==> config.mk <==
export PLATFORM = sky130hd
export DESIGN_NAME = vfe_top
export DESIGN_NICKNAME = d
export VERILOG_FILES = /design/src/vfe_decim.v /design/src/vfe_top.v
export VERILOG_INCLUDE_DIRS = /design/src
export SDC_FILE = /design/constraint.sdc
export NUM_CORES = 1
export LEC_CHECK = 0
export BUFFER_PORTS_ARGS = -buffer_cell sky130_fd_sc_hd__buf_2
export CAP_MARGIN = 20
export CORE_UTILIZATION = 67
export DETAILED_ROUTE_END_ITERATION = 8
export PLACE_DENSITY = 0.87
export SYNTH_ARGS = -nofsm -noshare
export SYNTH_HDL_FRONTEND = slang
export SYNTH_SLANG_ARGS = --single-unit
==> constraint.sdc <==
create_clock -name mclk -period 12.2 [get_ports mclk]
set_input_delay 1.22 -clock mclk [delete_from_list [all_inputs] [get_ports mclk]]
set_output_delay 1.22 -clock mclk [all_outputs]
set_load 0.01 [all_outputs]
==> src/vfe_defs.vh <==
// Constants of the video front end, scaler and pixel format block.
// Included by every design file; holds definitions only.
`ifndef VFE_DEFS_VH
`define VFE_DEFS_VH

// Register placement and value
`define VFE_FMT_OFFSET 12'h008
`define VFE_FMT_RESET 32'h02000011
`define VFE_FMT_WMASK 32'h07ffff5f

// Field positions
`define VFE_EXT_FIELD_BIT 26
`define VFE_TOP_SENSE_BIT 25
`define VFE_PHASE_BIT 24
`define VFE_FILT_HI 23
`define VFE_FILT_LO 21
`define VFE_DUP_BIT 20
`define VFE_HDCM_HI 19
`define VFE_HDCM_LO 14
`define VFE_VDCM_HI 13
`define VFE_VDCM_LO 8
`define VFE_DISP_BIT 6
`define VFE_FMT_HI 4
`define VFE_FMT_LO 3
`define VFE_ERROR_DIFFUSION_ENABLE_BIT 2
`define VFE_PACK_BIT 1
`define VFE_ENDIAN_BIT 0

// Filter codes
`define VFE_FILT_CHROMA3 3'h0
`define VFE_FILT_TAP3 3'h1
`define VFE_FILT_TAP4 3'h2
`define VFE_FILT_TAP5 3'h3
`define VFE_FILT_TAP4B 3'h4

// Output pixel formats
`define VFE_PF_YUV422 2'h0
`define VFE_PF_RGB888 2'h1
`define VFE_PF_RGB565 2'h2
`define VFE_PF_RGB555 2'h3

// Decimation run length and bottom-field phase offset
`define VFE_DCM_RUN 7'h40
`define VFE_DCM_HALF 7'h20

`endif

==> src/vfe_decim.v <==
// Even-spread drop decision for one decimation axis (pixels or lines).
// Assumes step and restart are one-cycle pulses on the same clock.
`timescale 1ns/1ps
`include "vfe_defs.vh"

module vfe_decim (
    // Clock and reset
    input wire mclk,
    input wire srst,
    // Control
    input wire restart,
    input wire [6:0] start_phase,
    input wire step,
    input wire [5:0] drop_count,
    // Decision for the current element
    output wire keep
);
    reg [6:0] acc_q;
    wire [6:0] sum;

    // Accumulate drops; drop when the running sum wraps past a run
    assign sum = acc_q + {1'b0, drop_count};
    assign keep = (sum < `VFE_DCM_RUN);

    // Accumulator update; zero count never wraps
    always @(posedge mclk) begin
        if (srst) begin
            acc_q <= 7'h00;
        end else if (restart) begin
            acc_q <= start_phase;
        end else if (step) begin
            acc_q <= keep ? sum : (sum - `VFE_DCM_RUN);
        end
    end
endmodule

==> src/vfe_top.v <==
// Video front end, scaler and pixel formatter with its control register.
// Assumes video pins arrive asynchronously; mclk oversamples the video clocks.
//
// Behaviour
// - External field select picks field pin, else parity from syncs.
// - Field pin level meaning top follows the top-field sense bit.
// - Derived parity samples hsync at vsync edge, sense bit picks level.
// - Phase 0: sample on double clock rise with base low, drive on fall high.
// - Phase 1: sample on double clock rise with base high, drive on fall low.
// - Filter select codes 0 to 4 choose the five horizontal filters.
// - Filter codes 5 to 7 act as the default chroma-only filter.
// - Duplicate field flag decides whether both fields share vertical decimation.
// - Drop that many pixels per 64; zero disables.
// - Drop that many lines per 64; zero disables.
// - Display mode 1 shows single field, 0 emulated interlace.
// - Format code picks YUV 4:2:2, RGB 888, RGB 565 or RGB 555.
// - Error diffusion on 565/555 when enabled, else plain truncation.
// - Packed truecolor puts four pixels in three words, else one per word.
// - Byte order bit 1 gives little endian, 0 big endian.
// - Register accepts any combination of byte enables.
`timescale 1ns/1ps
`include "vfe_defs.vh"

module vfe_top (
    // Clock and reset
    input wire mclk,
    input wire srst,
    // Register port
    input wire [11:0] reg_addr,
    input wire reg_wr,
    input wire reg_rd,
    input wire [3:0] reg_be,
    input wire [31:0] reg_wdata,
    output reg [31:0] reg_rdata_q,
    output reg reg_rvalid_q,
    // Video pins from the digitizer
    input wire double_rate_video_clock,
    input wire base_video_clock,
    input wire hsync,
    input wire vsync,
    input wire field_parity_input,
    input wire [7:0] pix_luma,
    input wire [7:0] pix_chroma,
    // Video pins to the digitizer
    output reg pixel_enable_output_n_q,
    output reg field_top_out_q,
    // Formatted pixel words and current field parity
    output reg [31:0] out_data_q,
    output reg out_valid_q,
    output reg field_top_q
);
    reg [31:0] cfg_q;
    reg [31:0] cfg_d;
    integer i;

    // Register write with per-lane enables, reserved bits held zero
    always @* begin
        cfg_d = cfg_q;
        for (i = 0; i < 4; i = i + 1) begin
            if (reg_be[i]) begin
                cfg_d[i*8 +: 8] = reg_wdata[i*8 +: 8];
            end
        end
        cfg_d = cfg_d & `VFE_FMT_WMASK;
    end

    // Register storage and read answer
    always @(posedge mclk) begin
        if (srst) begin
            cfg_q <= `VFE_FMT_RESET;
            reg_rdata_q <= 32'h00000000;
            reg_rvalid_q <= 1'b0;
        end else begin
            if (reg_wr && reg_addr == `VFE_FMT_OFFSET) begin
                cfg_q <= cfg_d;
            end
            reg_rvalid_q <= reg_rd;
            reg_rdata_q <= (reg_rd && reg_addr == `VFE_FMT_OFFSET) ? cfg_q : 32'h00000000;
        end
    end

    wire ext_field = cfg_q[`VFE_EXT_FIELD_BIT];
    wire top_sense = cfg_q[`VFE_TOP_SENSE_BIT];
    wire phase_sel = cfg_q[`VFE_PHASE_BIT];
    wire [2:0] filt = cfg_q[`VFE_FILT_HI:`VFE_FILT_LO];
    wire dup_field = cfg_q[`VFE_DUP_BIT];
    wire [5:0] hdcm = cfg_q[`VFE_HDCM_HI:`VFE_HDCM_LO];
    wire [5:0] vdcm = cfg_q[`VFE_VDCM_HI:`VFE_VDCM_LO];
    wire disp_single = cfg_q[`VFE_DISP_BIT];
    wire [1:0] pfmt = cfg_q[`VFE_FMT_HI:`VFE_FMT_LO];
    wire err_en = cfg_q[`VFE_ERROR_DIFFUSION_ENABLE_BIT];
    wire packed_truecolor_enable = cfg_q[`VFE_PACK_BIT];
    wire little = cfg_q[`VFE_ENDIAN_BIT];

    // Two-stage synchronisers for all video pins
    reg [20:0] sync1_q;
    reg [20:0] sync2_q;
    reg [4:0] prev_q;
    always @(posedge mclk) begin
        if (srst) begin
            sync1_q <= 21'h000000;
            sync2_q <= 21'h000000;
            prev_q <= 5'h00;
        end else begin
            sync1_q <= {double_rate_video_clock, base_video_clock, hsync, vsync,
                field_parity_input, pix_luma, pix_chroma};
            sync2_q <= sync1_q;
            prev_q <= sync2_q[20:16];
        end
    end
    wire x2_s = sync2_q[20];
    wire base_s = sync2_q[19];
    wire hs_s = sync2_q[18];
    wire vs_s = sync2_q[17];
    wire fi_s = sync2_q[16];
    wire [7:0] y_s = sync2_q[15:8];
    wire [7:0] c_s = sync2_q[7:0];

    // Edges of the video clocks and syncs
    wire x2_rise = x2_s & ~prev_q[4];
    wire x2_fall = ~x2_s & prev_q[4];
    wire sample_ev = x2_rise & (base_s == phase_sel);
    wire drive_ev = x2_fall & (base_s != phase_sel);
    wire line_start = hs_s & ~prev_q[2];
    wire frame_start = vs_s & ~prev_q[1];
    wire active = ~hs_s & ~vs_s;

    // Field parity from the pin or from hsync at the vsync edge
    wire new_top = ext_field ? (fi_s == top_sense) : (hs_s == top_sense);
    wire cur_top = ext_field ? (fi_s == top_sense) : field_top_q;

    always @(posedge mclk) begin
        if (srst) begin
            field_top_q <= 1'b1;
            field_top_out_q <= 1'b0;
        end else begin
            if (frame_start || ext_field) begin
                field_top_q <= new_top;
            end
            if (drive_ev) begin
                field_top_out_q <= cur_top;
            end
        end
    end

    // Line and pixel decimation
    wire h_keep;
    wire v_keep;
    wire [6:0] v_phase = (!dup_field && !new_top) ? `VFE_DCM_HALF : 7'h00;
    vfe_decim u_hdcm (
        .mclk(mclk),
        .srst(srst),
        .restart(line_start),
        .start_phase(7'h00),
        .step(sample_ev & active),
        .drop_count(hdcm),
        .keep(h_keep)
    );
    vfe_decim u_vdcm (
        .mclk(mclk),
        .srst(srst),
        .restart(frame_start),
        .start_phase(v_phase),
        .step(line_start),
        .drop_count(vdcm),
        .keep(v_keep)
    );
    reg line_keep_q;
    always @(posedge mclk) begin
        if (srst) begin
            line_keep_q <= 1'b0;
        end else if (line_start) begin
            line_keep_q <= v_keep & (~disp_single | cur_top);
        end
    end

    // Sample histories for the horizontal filter; the current sample is tap 0
    reg [7:0] yh_q [0:3];
    reg [7:0] ch_q [0:5];
    reg uv_odd_q;
    integer j;
    always @(posedge mclk) begin
        if (srst || line_start) begin
            for (j = 0; j < 6; j = j + 1) begin
                ch_q[j] <= 8'h80;
                if (j < 4) yh_q[j] <= 8'h00;
            end
            uv_odd_q <= 1'b0;
        end else if (sample_ev && active) begin
            yh_q[0] <= y_s;
            ch_q[0] <= c_s;
            for (j = 1; j < 6; j = j + 1) begin
                ch_q[j] <= ch_q[j-1];
                if (j < 4) yh_q[j] <= yh_q[j-1];
            end
            uv_odd_q <= ~uv_odd_q;
        end
    end

    // Luma and chroma tap sums
    reg [11:0] ysum;
    reg [11:0] csum;
    reg [7:0] yf;
    reg [7:0] cf;
    always @* begin
        ysum = 12'h000;
        csum = 12'h000;
        yf = y_s;
        case (filt)
            `VFE_FILT_TAP3: begin
                ysum = {4'h0, y_s} + {3'h0, yh_q[0], 1'b0} + {4'h0, yh_q[1]};
                yf = ysum[9:2];
            end
            `VFE_FILT_TAP4: begin
                ysum = {4'h0, y_s} + 12'h003 * {4'h0, yh_q[0]} + 12'h003 * {4'h0, yh_q[1]} + {4'h0, yh_q[2]};
                yf = ysum[10:3];
            end
            `VFE_FILT_TAP5: begin
                ysum = {4'h0, y_s} + {2'h0, yh_q[0], 2'h0} + 12'h006 * {4'h0, yh_q[1]}
                    + {2'h0, yh_q[2], 2'h0} + {4'h0, yh_q[3]};
                yf = ysum[11:4];
            end
            `VFE_FILT_TAP4B: begin
                ysum = {4'h0, y_s} + {4'h0, yh_q[0]} + {4'h0, yh_q[1]} + {4'h0, yh_q[2]};
                yf = ysum[9:2];
            end
            default: begin
                yf = y_s;
            end
        endcase
        if (filt == `VFE_FILT_TAP4 || filt == `VFE_FILT_TAP5 || filt == `VFE_FILT_TAP4B) begin
            csum = {4'h0, c_s} + 12'h003 * {4'h0, ch_q[1]} + 12'h003 * {4'h0, ch_q[3]} + {4'h0, ch_q[5]};
            cf = csum[10:3];
        end else begin
            csum = {4'h0, c_s} + {3'h0, ch_q[1], 1'b0} + {4'h0, ch_q[3]};
            cf = csum[9:2];
        end
    end

    // Stage one: filtered sample with its keep decision
    reg [7:0] y1_q;
    reg [7:0] u1_q;
    reg [7:0] v1_q;
    reg [7:0] c1_q;
    reg s1_q;
    always @(posedge mclk) begin
        if (srst) begin
            y1_q <= 8'h00;
            u1_q <= 8'h80;
            v1_q <= 8'h80;
            c1_q <= 8'h80;
            s1_q <= 1'b0;
            pixel_enable_output_n_q <= 1'b1;
        end else begin
            s1_q <= sample_ev & active & h_keep & line_keep_q;
            pixel_enable_output_n_q <= ~(sample_ev & active & h_keep & line_keep_q);
            if (sample_ev && active) begin
                y1_q <= yf;
                c1_q <= cf;
                if (uv_odd_q) v1_q <= cf;
                else u1_q <= cf;
            end
        end
    end

    // Colour conversion with clamping
    reg signed [11:0] uu;
    reg signed [11:0] vv;
    reg signed [11:0] rr;
    reg signed [11:0] gg;
    reg signed [11:0] bb;
    reg [7:0] r8;
    reg [7:0] g8;
    reg [7:0] b8;
    always @* begin
        uu = $signed({4'h0, u1_q}) - 12'sh080;
        vv = $signed({4'h0, v1_q}) - 12'sh080;
        rr = $signed({4'h0, y1_q}) + vv + (vv >>> 2) + (vv >>> 3);
        gg = $signed({4'h0, y1_q}) - (uu >>> 2) - (uu >>> 4) - (vv >>> 1) - (vv >>> 3) - (vv >>> 4);
        bb = $signed({4'h0, y1_q}) + uu + (uu >>> 1) + (uu >>> 3) + (uu >>> 4);
        r8 = rr[11] ? 8'h00 : (rr > 12'sh0ff ? 8'hff : rr[7:0]);
        g8 = gg[11] ? 8'h00 : (gg > 12'sh0ff ? 8'hff : gg[7:0]);
        b8 = bb[11] ? 8'h00 : (bb > 12'sh0ff ? 8'hff : bb[7:0]);
    end

    // Saturating add of the carried truncation error
    function [7:0] sat_add;
        input [7:0] v;
        input [2:0] e;
        reg [8:0] s;
        begin
            s = {1'b0, v} + {6'h00, e};
            sat_add = s[8] ? 8'hff : s[7:0];
        end
    endfunction

    reg [2:0] er_q;
    reg [2:0] eg_q;
    reg [2:0] eb_q;
    wire [7:0] rd = sat_add(r8, err_en ? er_q : 3'h0);
    wire [7:0] gd = sat_add(g8, err_en ? eg_q : 3'h0);
    wire [7:0] bd = sat_add(b8, err_en ? eb_q : 3'h0);
    wire g_six = (pfmt == `VFE_PF_RGB565);

    // Pixel bytes and their count per format
    reg [31:0] pix;
    reg [2:0] pix_n;
    always @* begin
        case (pfmt)
            `VFE_PF_YUV422: begin
                pix = {16'h0000, c1_q, y1_q};
                pix_n = 3'h2;
            end
            `VFE_PF_RGB888: begin
                pix = {8'h00, r8, g8, b8};
                pix_n = packed_truecolor_enable ? 3'h3 : 3'h4;
            end
            `VFE_PF_RGB565: begin
                pix = {16'h0000, rd[7:3], gd[7:2], bd[7:3]};
                pix_n = 3'h2;
            end
            default: begin
                pix = {16'h0000, 1'b0, rd[7:3], gd[7:3], bd[7:3]};
                pix_n = 3'h2;
            end
        endcase
    end

    // Byte packing into words
    reg [55:0] acc_q;
    reg [2:0] cnt_q;
    wire [55:0] merged = acc_q | ({24'h000000, pix} << {cnt_q, 3'b000});
    wire [2:0] total = cnt_q + pix_n;
    wire [31:0] word = merged[31:0];
    always @(posedge mclk) begin
        if (srst || frame_start) begin
            acc_q <= 56'h0;
            cnt_q <= 3'h0;
            out_data_q <= 32'h00000000;
            out_valid_q <= 1'b0;
        end else begin
            out_valid_q <= 1'b0;
            if (s1_q) begin
                if (total >= 3'h4) begin
                    acc_q <= {32'h00000000, merged[55:32]};
                    cnt_q <= total - 3'h4;
                    out_valid_q <= 1'b1;
                    out_data_q <= little ? word : {word[7:0], word[15:8], word[23:16], word[31:24]};
                end else begin
                    acc_q <= merged;
                    cnt_q <= total;
                end
            end
        end
    end

    // Carried error per channel, restarted each line
    always @(posedge mclk) begin
        if (srst || line_start) begin
            er_q <= 3'h0;
            eg_q <= 3'h0;
            eb_q <= 3'h0;
        end else if (s1_q) begin
            er_q <= rd[2:0];
            eg_q <= g_six ? {1'b0, gd[1:0]} : gd[2:0];
            eb_q <= bd[2:0];
        end
    end
endmodule

==> Word level (Yosys, flattened, before mapping) <==
Memory sizes are Yosys's and may differ from the RTL's.
Cells that the tools add are included.
{ "word_totals": {"word_cells": 194, "regBits": 251, "mem_count": 2, "out_inout_bits": 69, "inputBits": 73, "mem_bits_rw": 80} }
{ "memory_table": {"columns": ["memory", "depth", "word_bits", "rd", "rd_clocked_by_memory_dff", "wr", "line_no", "source"], "rows": [
  ["ch_q", 6, 8, 6, 0, 6, "vfe_top.v:179", "reg [7:0] ch_q [0:5];"],
  ["yh_q", 4, 8, 4, 0, 4, "vfe_top.v:178", "reg [7:0] yh_q [0:3];"]
]} }
{ "op_classes": {"muxes": 44, "n_eq_ne": 11, "n_lt_le_gt_ge": 6, "n_reduce_logical": 23, "add_sub_neg": 40, "bitwise_logic": 34, "n_mul": 5, "shifts": 1} }
{ "ops": {"columns": ["op", "count"], "rows": [
  ["8-bit 2-to-1 mux", 20],
  ["24-bit case mux with 3 select lines", 1],
  ["56-bit 2-to-1 mux", 1],
  ["56-bit OR", 1],
  ["32-bit by 6-bit << shifter with 56-bit output", 1],
  ["2-bit by 8-bit multiplier with 10-bit output, first input constant", 5],
  ["12-bit by 9-bit > comparator with 1-bit output, second input constant", 3],
  ["8-bit by 10-bit adder with 11-bit output", 3],
  ["32-bit 2-to-1 mux", 1],
  ["8-bit case mux with 4 select lines", 1],
  ["10-bit by 8-bit adder with 10-bit output", 3],
  ["7-bit 2-to-1 mux", 4],
  ["8-bit by 3-bit adder with 9-bit output", 3],
  ["11-bit by 6-bit adder with 12-bit output", 2],
  ["11-bit by 10-bit adder with 11-bit output", 2],
  ["11-bit by 8-bit adder with 11-bit output", 2],
  ["3-bit 2-to-1 mux", 7],
  ["8-bit by 9-bit adder with 10-bit output", 2],
  ["9-bit by 9-bit adder with 10-bit output", 2],
  ["8-bit by 8-bit subtractor with 9-bit output, second input constant", 2],
  ["7-bit by 6-bit adder with 7-bit output", 2],
  ["7-bit less-than comparator, second input constant", 2],
  ["2-bit AND reduction", 7],
  ["7-bit subtractor, second input constant", 2],
  ["other kinds (35)", 85]
]} }

==> Longest topological paths before layout <==
Gate-level depths: netlist of the first run.
{ "logic_depth": {"depth_word": 15, "mapped_depth": 28, "ltp_nobuf": 26} }

==> By module <==
Synthesis of the first run repeated with hierarchy kept, for this count alone.
{ "hier_totals": {"cells_unflattened": 2446, "hier_area_um2": 23244.8} }
{ "modules_own_cells": {"columns": ["module", "cells_per_inst", "n_inst", "area_per_inst_um2", "seq_area_each_um2"], "rows": [
  ["vfe_top", 2332, 1, 22218.8, 7106.8],
  ["vfe_decim", 57, 2, 513.0, 140.1]
]} }

==> Worst setup path before layout of the first run <==
No wires, ideal clock.
{ "synth_path": {"kind": "flip-flop to flip-flop", "from": "register u1_q[7]", "to": "register out_data_q[7]", "slack_ns": 5.129, "stages_incl_launch_ff": 27, "arrival_ns": 6.937, "path_buffers": 1, "setup_ns": 0.134, "synth_period_minus_slack_ns": 7.071, "path_cell_list": "dfxtp_1 -> clkbuf_1 -> inv_1 -> fa_1 -> inv_1 -> fa_1 -> inv_1 -> fa_1 -> inv_1 -> ha_1 -> and3_1 -> a221oi_2 -> a21oi_1 -> a211o_1 -> mux2i_1 -> nor3_1 -> nor2_1 -> ha_1 -> a21o_1 -> a21oi_1 -> nor2_1 -> a2111o_1 -> a211o_1 -> a211oi_2 -> o31a_1 -> or2_1 -> o211ai_1"} }
{ "synth_via": {"elab_chain_len": 15, "word_cells_on_any_way": 22, "cone_classes": "add/sub (11); order compare (2); shift (1); mux (7); bitwise (1)"} }
{ "synth_lines": {"columns": ["element", "line_no", "source"], "rows": [
  ["from (decl)", "vfe_top.v:242", "reg [7:0] u1_q;"],
  ["from (signal assigned)", "vfe_top.v:249", "u1_q <= 8'h80;"],
  ["from (signal assigned)", "vfe_top.v:261", "else u1_q <= cf;"],
  ["8-bit by 8-bit subtractor with 9-bit output *", "vfe_top.v:276", "uu = $signed({4'h0, u1_q}) - 12'sh080;"],
  ["9-bit by 7-bit subtractor with 10-bit output", "vfe_top.v:279", "gg = $signed({4'h0, y1_q}) - (uu >>> 2) - (uu >>> 4) - (vv >>> 1) - (vv >>> 3) - (vv >>> 4);"],
  ["10-bit by 5-bit subtractor with 11-bit output", "vfe_top.v:279", null],
  ["11-bit by 8-bit subtractor with 12-bit output", "vfe_top.v:279", null],
  ["12-bit by 6-bit subtractor with 12-bit output", "vfe_top.v:279", null],
  ["12-bit by 5-bit subtractor with 12-bit output", "vfe_top.v:279", null],
  ["12-bit by 9-bit > comparator with 1-bit output", "vfe_top.v:282", "g8 = gg[11] ? 8'h00 : (gg > 12'sh0ff ? 8'hff : gg[7:0]);"],
  ["8-bit 2-to-1 mux (2 in series)", "vfe_top.v:282", null],
  ["8-bit by 3-bit adder with 9-bit output", "vfe_top.v:292", "s = {1'b0, v} + {6'h00, e};"],
  ["8-bit 2-to-1 mux", "vfe_top.v:293", "sat_add = s[8] ? 8'hff : s[7:0];"],
  ["24-bit case mux with 3 select lines *", "vfe_top.v:309", "case (pfmt)"],
  ["32-bit by 6-bit << shifter with 56-bit output *", "vfe_top.v:332", "wire [55:0] merged = acc_q | ({24'h000000, pix} << {cnt_q, 3'b000});"],
  ["56-bit OR *", "vfe_top.v:332", null],
  ["32-bit 2-to-1 mux *", "vfe_top.v:348", "out_data_q <= little ? word : {word[7:0], word[15:8], word[23:16], word[31:24]};"],
  ["to (signal assigned)", "vfe_top.v:348", null],
  ["to (decl)", "vfe_top.v:48", "output reg [31:0] out_data_q,"]
]} }
Every way passes the cells marked *; elsewhere a longest branch is shown, timed or not.
A chain may end at the register's enable or synchronous reset.

==> Worst setup path in the final report of the first run <==
{ "layout_path": {"from": "register y1_q[2]", "to": "register acc_q[20]"} }
{ "layout_via": {"elab_chain_len": 13, "word_cells_on_any_way": 29, "cone_classes": "add/sub (14); order compare (3); shift (1); mux (10); bitwise (1)"} }
{ "layout_lines": {"columns": ["element", "line_no", "source"], "rows": [
  ["from (decl)", "vfe_top.v:241", "reg [7:0] y1_q;"],
  ["from (signal assigned)", "vfe_top.v:258", "y1_q <= yf;"],
  ["9-bit by 9-bit adder with 10-bit output", "vfe_top.v:280", "bb = $signed({4'h0, y1_q}) + uu + (uu >>> 1) + (uu >>> 3) + (uu >>> 4);"],
  ["10-bit by 8-bit adder with 11-bit output", "vfe_top.v:280", null],
  ["11-bit by 6-bit adder with 12-bit output", "vfe_top.v:280", null],
  ["12-bit by 5-bit adder with 12-bit output", "vfe_top.v:280", null],
  ["12-bit by 9-bit > comparator with 1-bit output", "vfe_top.v:283", "b8 = bb[11] ? 8'h00 : (bb > 12'sh0ff ? 8'hff : bb[7:0]);"],
  ["8-bit 2-to-1 mux (2 in series)", "vfe_top.v:283", null],
  ["8-bit by 3-bit adder with 9-bit output", "vfe_top.v:292", null],
  ["8-bit 2-to-1 mux", "vfe_top.v:293", null],
  ["24-bit case mux with 3 select lines *", "vfe_top.v:309", null],
  ["32-bit by 6-bit << shifter with 56-bit output *", "vfe_top.v:332", null],
  ["56-bit OR *", "vfe_top.v:332", null],
  ["56-bit 2-to-1 mux *", "vfe_top.v:344", "if (total >= 3'h4) begin"],
  ["to (signal assigned)", "vfe_top.v:345", "acc_q <= {32'h00000000, merged[55:32]};"],
  ["to (signal assigned)", "vfe_top.v:350", "acc_q <= merged;"],
  ["to (decl)", "vfe_top.v:330", "reg [55:0] acc_q;"]
]} }
Marked as above.

==> results of run 1 <==
critical path: stages, from the launching register on:
cell       delay, ns
dfxtp_1         0.48
inv_1           0.21
fa_1            0.58
inv_1           0.06
fa_1            0.52
inv_1           0.06
fa_1            0.57
inv_1           0.06
ha_1            0.31
a211o_1         0.35
a211o_1         0.31
a22oi_1         0.15
a21boi_0        0.33
nand4_1         0.53
o21a_1          0.44
ha_1            0.29
a21o_1          0.15
a21oi_1         0.38
nor2_1          0.09
o21ai_0         0.08
o311ai_0        0.19
a22oi_1         0.75
a221o_2         0.36
nor3_1          0.09
a2111oi_2       0.36
cells by family (layout without fill, tap and decap cells):
kind of cell	Yosys count	after routing	synth area share, %
simple gates	692	692	15.2
flops	327	327	32.2
xor+xnor	75	75	2.88
mux	38	38	1.70
buf+inv	320	414	5.47
compound gates	645	645	19.7
fa+ha+maj	312	312	22.8
other cells	1	7	0.0164
state kept, by name, summed over array words and instances (netlist names), 3 cells and up:
signal / cells
sync1_q: 21
er_q: 3
eg_q: 3
u1_q: 8
ch_q: 48
u_vdcm.acc_q: 6
prev_q: 3
y1_q: 8
yh_q: 32
out_data_q: 32
cnt_q: 3
acc_q: 56
reg_rdata_q: 25
u_hdcm.acc_q: 6
c1_q: 8
cfg_q: 25
v1_q: 8
eb_q: 3
sync2_q: 21
cell usage after synthesis (8+ instances only):
cell	number	area (µm²)
clkbuf_1	89	334
nand2b_1	19	119
a31oi_1	21	131
o2bb2ai_1	8	70.1
ha_1	140	1750
nand2_1	124	465
a31o_2	10	87.6
nor2_1	201	754
nand4_1	10	62.6
nor2b_1	66	413
xor2_1	21	184
a211oi_1	54	405
and2_1	92	576
a22oi_1	10	75.1
o21ai_0	94	470
edfxtp_1	80	2400
a21o_1	47	353
nor4_1	12	75.1
or2_2	11	68.8
dfxtp_1	247	4940
o31ai_1	15	113
a21boi_0	8	60.1
o211a_1	11	110
o221ai_1	18	158
fa_1	172	3440
and3_1	17	106
or3_1	10	62.6
a221oi_1	12	105
o21a_1	12	90.1
o22ai_1	22	138
o211ai_1	16	120
o21bai_1	19	143
nor3_1	68	340
mux2i_1	32	320
a21oi_1	161	806
a22o_1	8	70.1
xnor2_1	54	473
a2111oi_0	10	87.6
inv_1	207	777
nand3_1	34	170
buf_4	8	60.1
a211o_1	13	114
area by class of cell:
| type | instances | area (µm²) | share of cell area [%] |
|---|---|---|---|
| inverter | 208 | 781 | 3.14 |
| timing repair buffer | 148 | 796 | 3.20 |
| tap | 448 | 561 | 2.25 |
| clock buffer | 45 | 963 | 3.87 |
| sequential | 327 | 7350 | 29.5 |
| multi-input combinational | 1769 | 14200 | 57.3 |
| clock inverter | 13 | 175 | 0.704 |
worst max-delay path by stage:
stage / from / endpoint / slack [ns] / depth (start not counted)
final: y1_q[2] / acc_q[20] / 4.36 / 24
after global routing: u1_q[5] / out_data_q[15] / 3.93 / 24
after CTS: y1_q[2] / acc_q[20] / 4.52 / 24
after detailed placement: u1_q[5] / out_data_q[15] / 4.57 / 24
after global placement: u1_q[5] / out_data_q[15] / 4.70 / 24
after floorplan: u1_q[7] / out_data_q[7] / 5.13 / 26
stage by stage:
step,instance area [µm²],std cells,setup slack (ns),power (µW),hold WS [ns]
floorplan,22800,2416,5.13,1920,0.414
global placement,23700,2900,4.70,2120,0.416
detailed placement,23700,2900,4.57,2160,0.427
CTS,24900,2958,4.52,3240,0.440
global route,24900,2958,3.93,3390,0.449
finish,24900,2958,4.36,3250,0.438
where the power goes:
| group | internal (µW) | total (µW) | leakage (µW) | switching (µW) |
|---|---|---|---|---|
| logic | 395 | 999 | 0.00763 | 604 |
| registers | 1140 | 1170 | 0.00283 | 32.2 |
| clock network | 641 | 1080 | 0.000564 | 438 |
metal layers:
layer | vias up | routed length [µm] | part of all wire [%] | GRT usage [%]
li1 | 8680 | - | - | -
met2 | 1009 | 30100 | 49 | 60.1
met1 | 9149 | 23700 | 38 | 44.0
met4 | 0 | 2970 | 4.8 | 17.1
met5 | - | 0 | 0 | 0
met3 | 223 | 4890 | 7.9 | 5.96
==> reports/qor.yml, run 1 <==
status: "finished clean"
die_width_um: 186
grt_overflow_total: 0
synthArstFlopShare_pct: 0
worstHoldStart: "sync1_q[10]"
drv_slew: 0
irDropWorstVdd_mv: 0.159
required_ns: 12.60
cp.arrival_ns: 8.25
setup.worst_path.start_class: "register"
path_clk_slew_ns: 0.06
synth.distinct_cells: 93
vias: 19061
hold_path.class: "reg -> reg"
grt_pass1_wl_um: 98900
cts_tree: "done"
core_mm2: 0.0335
grt.total_usage_pct: 35.4
die_area_mm2: 0.0348
yosysWarnings: 0
wirelength_um: 61700
finalSetupViolCount: 0
syn_area_mm2: 0.0228
hpwl_um: 45400
drt-pass1-iter-count: 6
row_count: 67
antenna_found_initial: 0
cts_buffer_depth: 3
cts_setup_buffers: 0
hold_end: "sync2_q[10]"
syn_inst: 2410
area_growth_pct: 9.06
final_common_cell: "dfxtp_1"
ctsResizeCount: 0
maxSlewHeadroom_pct: 22.4
drt_iter0_drc: 1958
hold_buffers: 0
antenna_left: 0
utilization_pct: 74.2
grt_pass1_vias: 19003
cts_buffers: 34
via_per_inst: 6.44
avgSynthCellArea_um2: 9.46
timing.fmax_mhz: 128
synth_edf_count: 80
htree_levels: 2
grt_max_degree: 95
regToRegStartpoint: "y1_q[2]"
setup_tns_ns: 0
fin_skew_ns: 0.0325
nNetsFinal: 2873
io_pins: 142
finalCritPeriodShare_pct: 64.3
reg2regPathDepth: 24
layout-drive-gt1-share_pct: 10.3
worstSetupPathType: "reg -> reg"
initial_utilization_pct: 68.0
min_period_ns: 7.84
cts_root_buf: "clkbuf_16"
io_buffers: 127
wl_per_cell_um: 20.9
fillers: 2353
hold_viol: 0
r2r_end: "acc_q[20]"
place_congestion: 0.979
regToRegSetupSlack_ns: 4.36
p_leak_uw: 0.0110
synth.yosys.seq_area_share_pct: 32.2
layout_common_cells: "dfxtp_1, inv_1, nor2_1, fa_1, a21oi_1"
insertion_delay_ns: 0.53
power_per_cell_area_mw_per_mm2: 131
cp-end-kind: "register"
max-cap-violations: 0
whs_path_depth: 1
worst_pin_slew_ns: 1.15
critPathMaxFanout: 14
cts.sinks: 327
post-route-drc-count: 0
rsz0062_at_grt: "no"
fp.dieH_um: 186
yosys_most_used_dff: "dfxtp_1"
synth-seq-cells: 327
num_antenna_cells: 0
No activity file was read; power rests on OpenSTA's default activity.
==> run 2: changes to the inputs <==
--- a/config.mk
+++ b/config.mk
@@ -8,9 +8,9 @@
 export LEC_CHECK = 0
 export BUFFER_PORTS_ARGS = -buffer_cell sky130_fd_sc_hd__buf_2
 export CAP_MARGIN = 20
-export CORE_UTILIZATION = 67
+export CORE_UTILIZATION = 62
 export DETAILED_ROUTE_END_ITERATION = 8
-export PLACE_DENSITY = 0.87
+export PLACE_DENSITY = 0.81
 export SYNTH_ARGS = -nofsm -noshare
 export SYNTH_HDL_FRONTEND = slang
 export SYNTH_SLANG_ARGS = --single-unit
==> constraint.sdc (replaced) <==
create_clock -name mclk -period 7.82 [get_ports mclk]
set_input_delay 0.782 -clock mclk [delete_from_list [all_inputs] [get_ports mclk]]
set_output_delay 0.782 -clock mclk [all_outputs]
set_load 0.01 [all_outputs]
==> reports/qor.yml, run 2 (synthesis gave the netlist of run 1 again) <==
vias: 18906  # -0.81%
path_clk_slew_ns: 0.07  # about the same
antenna_left: 0  # unchanged
drt_iter0_drc: 1858  # -5.1%
max_stage_delay_ns: 0.53  # -0.22 ns
initial_utilization_pct: 63.5  # -4.5 points
p_leak_uw: 0.0111  # +0.76%
cp.arrival_ns: 7.84  # -0.41 ns
grt_pass1_vias: 19173  # +0.89%
drt-pass1-iter-count: 8  # +2
cp_top_family: "compound AO/OA/AOI/OAI gates"
hold_viol: 0  # unchanged
max-cap-violations: 0  # unchanged
rsz0062_at_grt: "no"
num_antenna_cells: 0  # unchanged
fillers: 2732  # +16%
setup.worst_path.start_class: "register"
cts_tree: "done"
reg_top3: "acc_q x56, ch_q x48"
place_congestion: 1.02  # +3.8%
cts.sinks: 327  # unchanged
cp_cell_sequence: "inv_1 > fa_1 > fa_1 > inv_1 > fa_1 > inv_1 > fa_1 > a21o_1 > a221oi_2 > a21oi_1 > a211o_1 > mux2i_1 > buf_4 > o31ai_1 > inv_1 > ha_1 > a21oi_1 > nor2_1 > a2111o_1 > a211o_1 > a21oi_1 > o2bb2ai_1 > a21oi_1 > o22ai_1"
required_ns: 8.21  # -4.39 ns
drv_slew: 0  # unchanged
finalCritPeriodShare_pct: 95.3  # +31 points
met2_usage_pct: 57.6  # -2.5 points
io_pins: 142  # unchanged
power_per_cell_area_mw_per_mm2: 204  # +56%
core_mm2: 0.0359  # +7.1%
grt_overflow_total: 0  # unchanged
grt_max_degree: 81  # -15%
fp.dieH_um: 194  # +3.9%
placed_area_mm2: 0.0239  # +0.57%
finalSetupViolCount: 0  # unchanged
io_buffers: 127  # unchanged
min_period_ns: 7.45  # -0.392 ns
cp-end-kind: "register"
grt_pass1_wl_um: 101000  # +1.9%
insertion_delay_ns: 0.55  # +0.02 ns
worstSetupPathType: "reg -> reg"
maxSlewHeadroom_pct: 28.6  # +6.2 points
design_area_mm2: 0.0250  # +0.64%
top_register: "acc_q"
largest_reg_flops: 56  # unchanged
cts_root_buf: "clkbuf_16"
top_usage_layer: "met2"
irDropWorstVdd_mv: 0.284  # +79%
hpwl_um: 46500  # +2.4%
wirelength_um: 62400  # +1.0%
timing.fmax_mhz: 134  # +5.3%
place_ws_ns: 0.427  # -4.14 ns
setup_tns_ns: 0  # unchanged
hold_path.class: "reg -> reg"
status: "finished clean"
utilization_pct: 69.7  # -4.5 points
row_count: 69  # +3.0%
post-route-drc-count: 0  # unchanged
hold_buffers: 0  # unchanged
area_growth_pct: 9.76
final_common_cell: "dfxtp_1"
grt.total_usage_pct: 33.7  # -1.7 points
cts_buffers: 36  # +5.9%
fin_ws_ns: 0.370  # -3.99 ns
p_total_uw: 5110  # +57%
layout-drive-gt1-share_pct: 11.1  # +0.74 points
grt_util_met3_pct: 4.19  # -1.8 points
cts_buffer_depth: 3  # unchanged
crit_slowest_cell: "fa_1"
wl_per_cell_um: 20.8  # -0.14%
critPathMaxFanout: 8  # -6
fin_skew_ns: 0.0171  # -0.0154 ns
die_width_um: 194  # +3.9%
layout_common_cells: "dfxtp_1, inv_1, nor2_1, fa_1, a21oi_1"
htree_levels: 2  # unchanged
nNetsFinal: 2890  # +0.59%
via_per_inst: 6.32  # -2.0%
grtUsageMet1_pct: 43.9  # -0.075 points
die_area_mm2: 0.0375  # +8.0%
worst_pin_slew_ns: 1.06  # -0.0918 ns
antenna_found_initial: 0  # unchanged
cts_setup_buffers: 0  # unchanged
worst-path-buf-inv: 5  # +1
-- run 2: cell count changes in the layout (fill, tap and decap cells not counted), sizes merged --
cell and delta:
buf +15, bufinv -2, clkbuf +1, clkinv +4
clkinvlp +1, inv +3
-- run 2: layer usage --
metal | routed length (µm) | vias to the layer above | part of all wire, %
li1 | - | 8682 | -
met4 | 2160 | 0 | 3.5
met1 | 25500 | 9216 | 41
met2 | 30300 | 855 | 49
met3 | 4450 | 153 | 7.1
met5 | 0 | - | 0
-- run 2: metrics by stage --
stage               hold WS [ns]  cells
CTS                        0.435   2993
finish                     0.434   2993
global route               0.443   2993
global placement           0.416   2927
floorplan                  0.414   2416
detailed placement         0.425   2928
-- run 2: path summary, 6_finish.rpt --
| kind | startpoint | end | slack, ns | cells after the start |
|---|---|---|---|---|
| hold / removal | sync1_q[16] | sync2_q[16] | 0.43 | 1 |
| setup / recovery | v1_q[4] | acc_q[23] | 0.37 | 24 |
| setup reg to reg | v1_q[4] | acc_q[23] | 0.37 | 24 |
| hold reg to reg | sync1_q[16] | sync2_q[16] | 0.43 | 1 |
-- run 2: worst reg2reg max path, delay by kind of cell (launching register included) --
family	cells	cell delay (ns)
AOI/OAI and AO/OA	12	3.63
adders and majority gates	5	2.34
buffers and inverters	5	0.60
DFF	1	0.39
muxes	1	0.17
and+or+nand+nor	1	0.12
-- run 2: report_power, final --
group,switching [µW],total [µW],internal (µW)
registers,48.1,1820,1770
clock network,713,1670,961
logic,971,1610,639
-- run 2: repair_timing --
| action | 4_1_cts | 5_1_grt |
|---|---|---|
| hold endpoints to repair | 0 | 0 |
| setup endpoints to repair | 0 | 20 |
| gates resized for setup | 0 | 5 |
-- run 2: cell type report --
type	count	area (µm²)	share of cell area, %
multi-input combinational	1769	14300	57.0
sequential	327	7350	29.4
clock buffer	46	978	3.91
timing repair buffer	163	916	3.66
inverter	208	781	3.12
tap	461	577	2.30
clock inverter	19	174	0.695
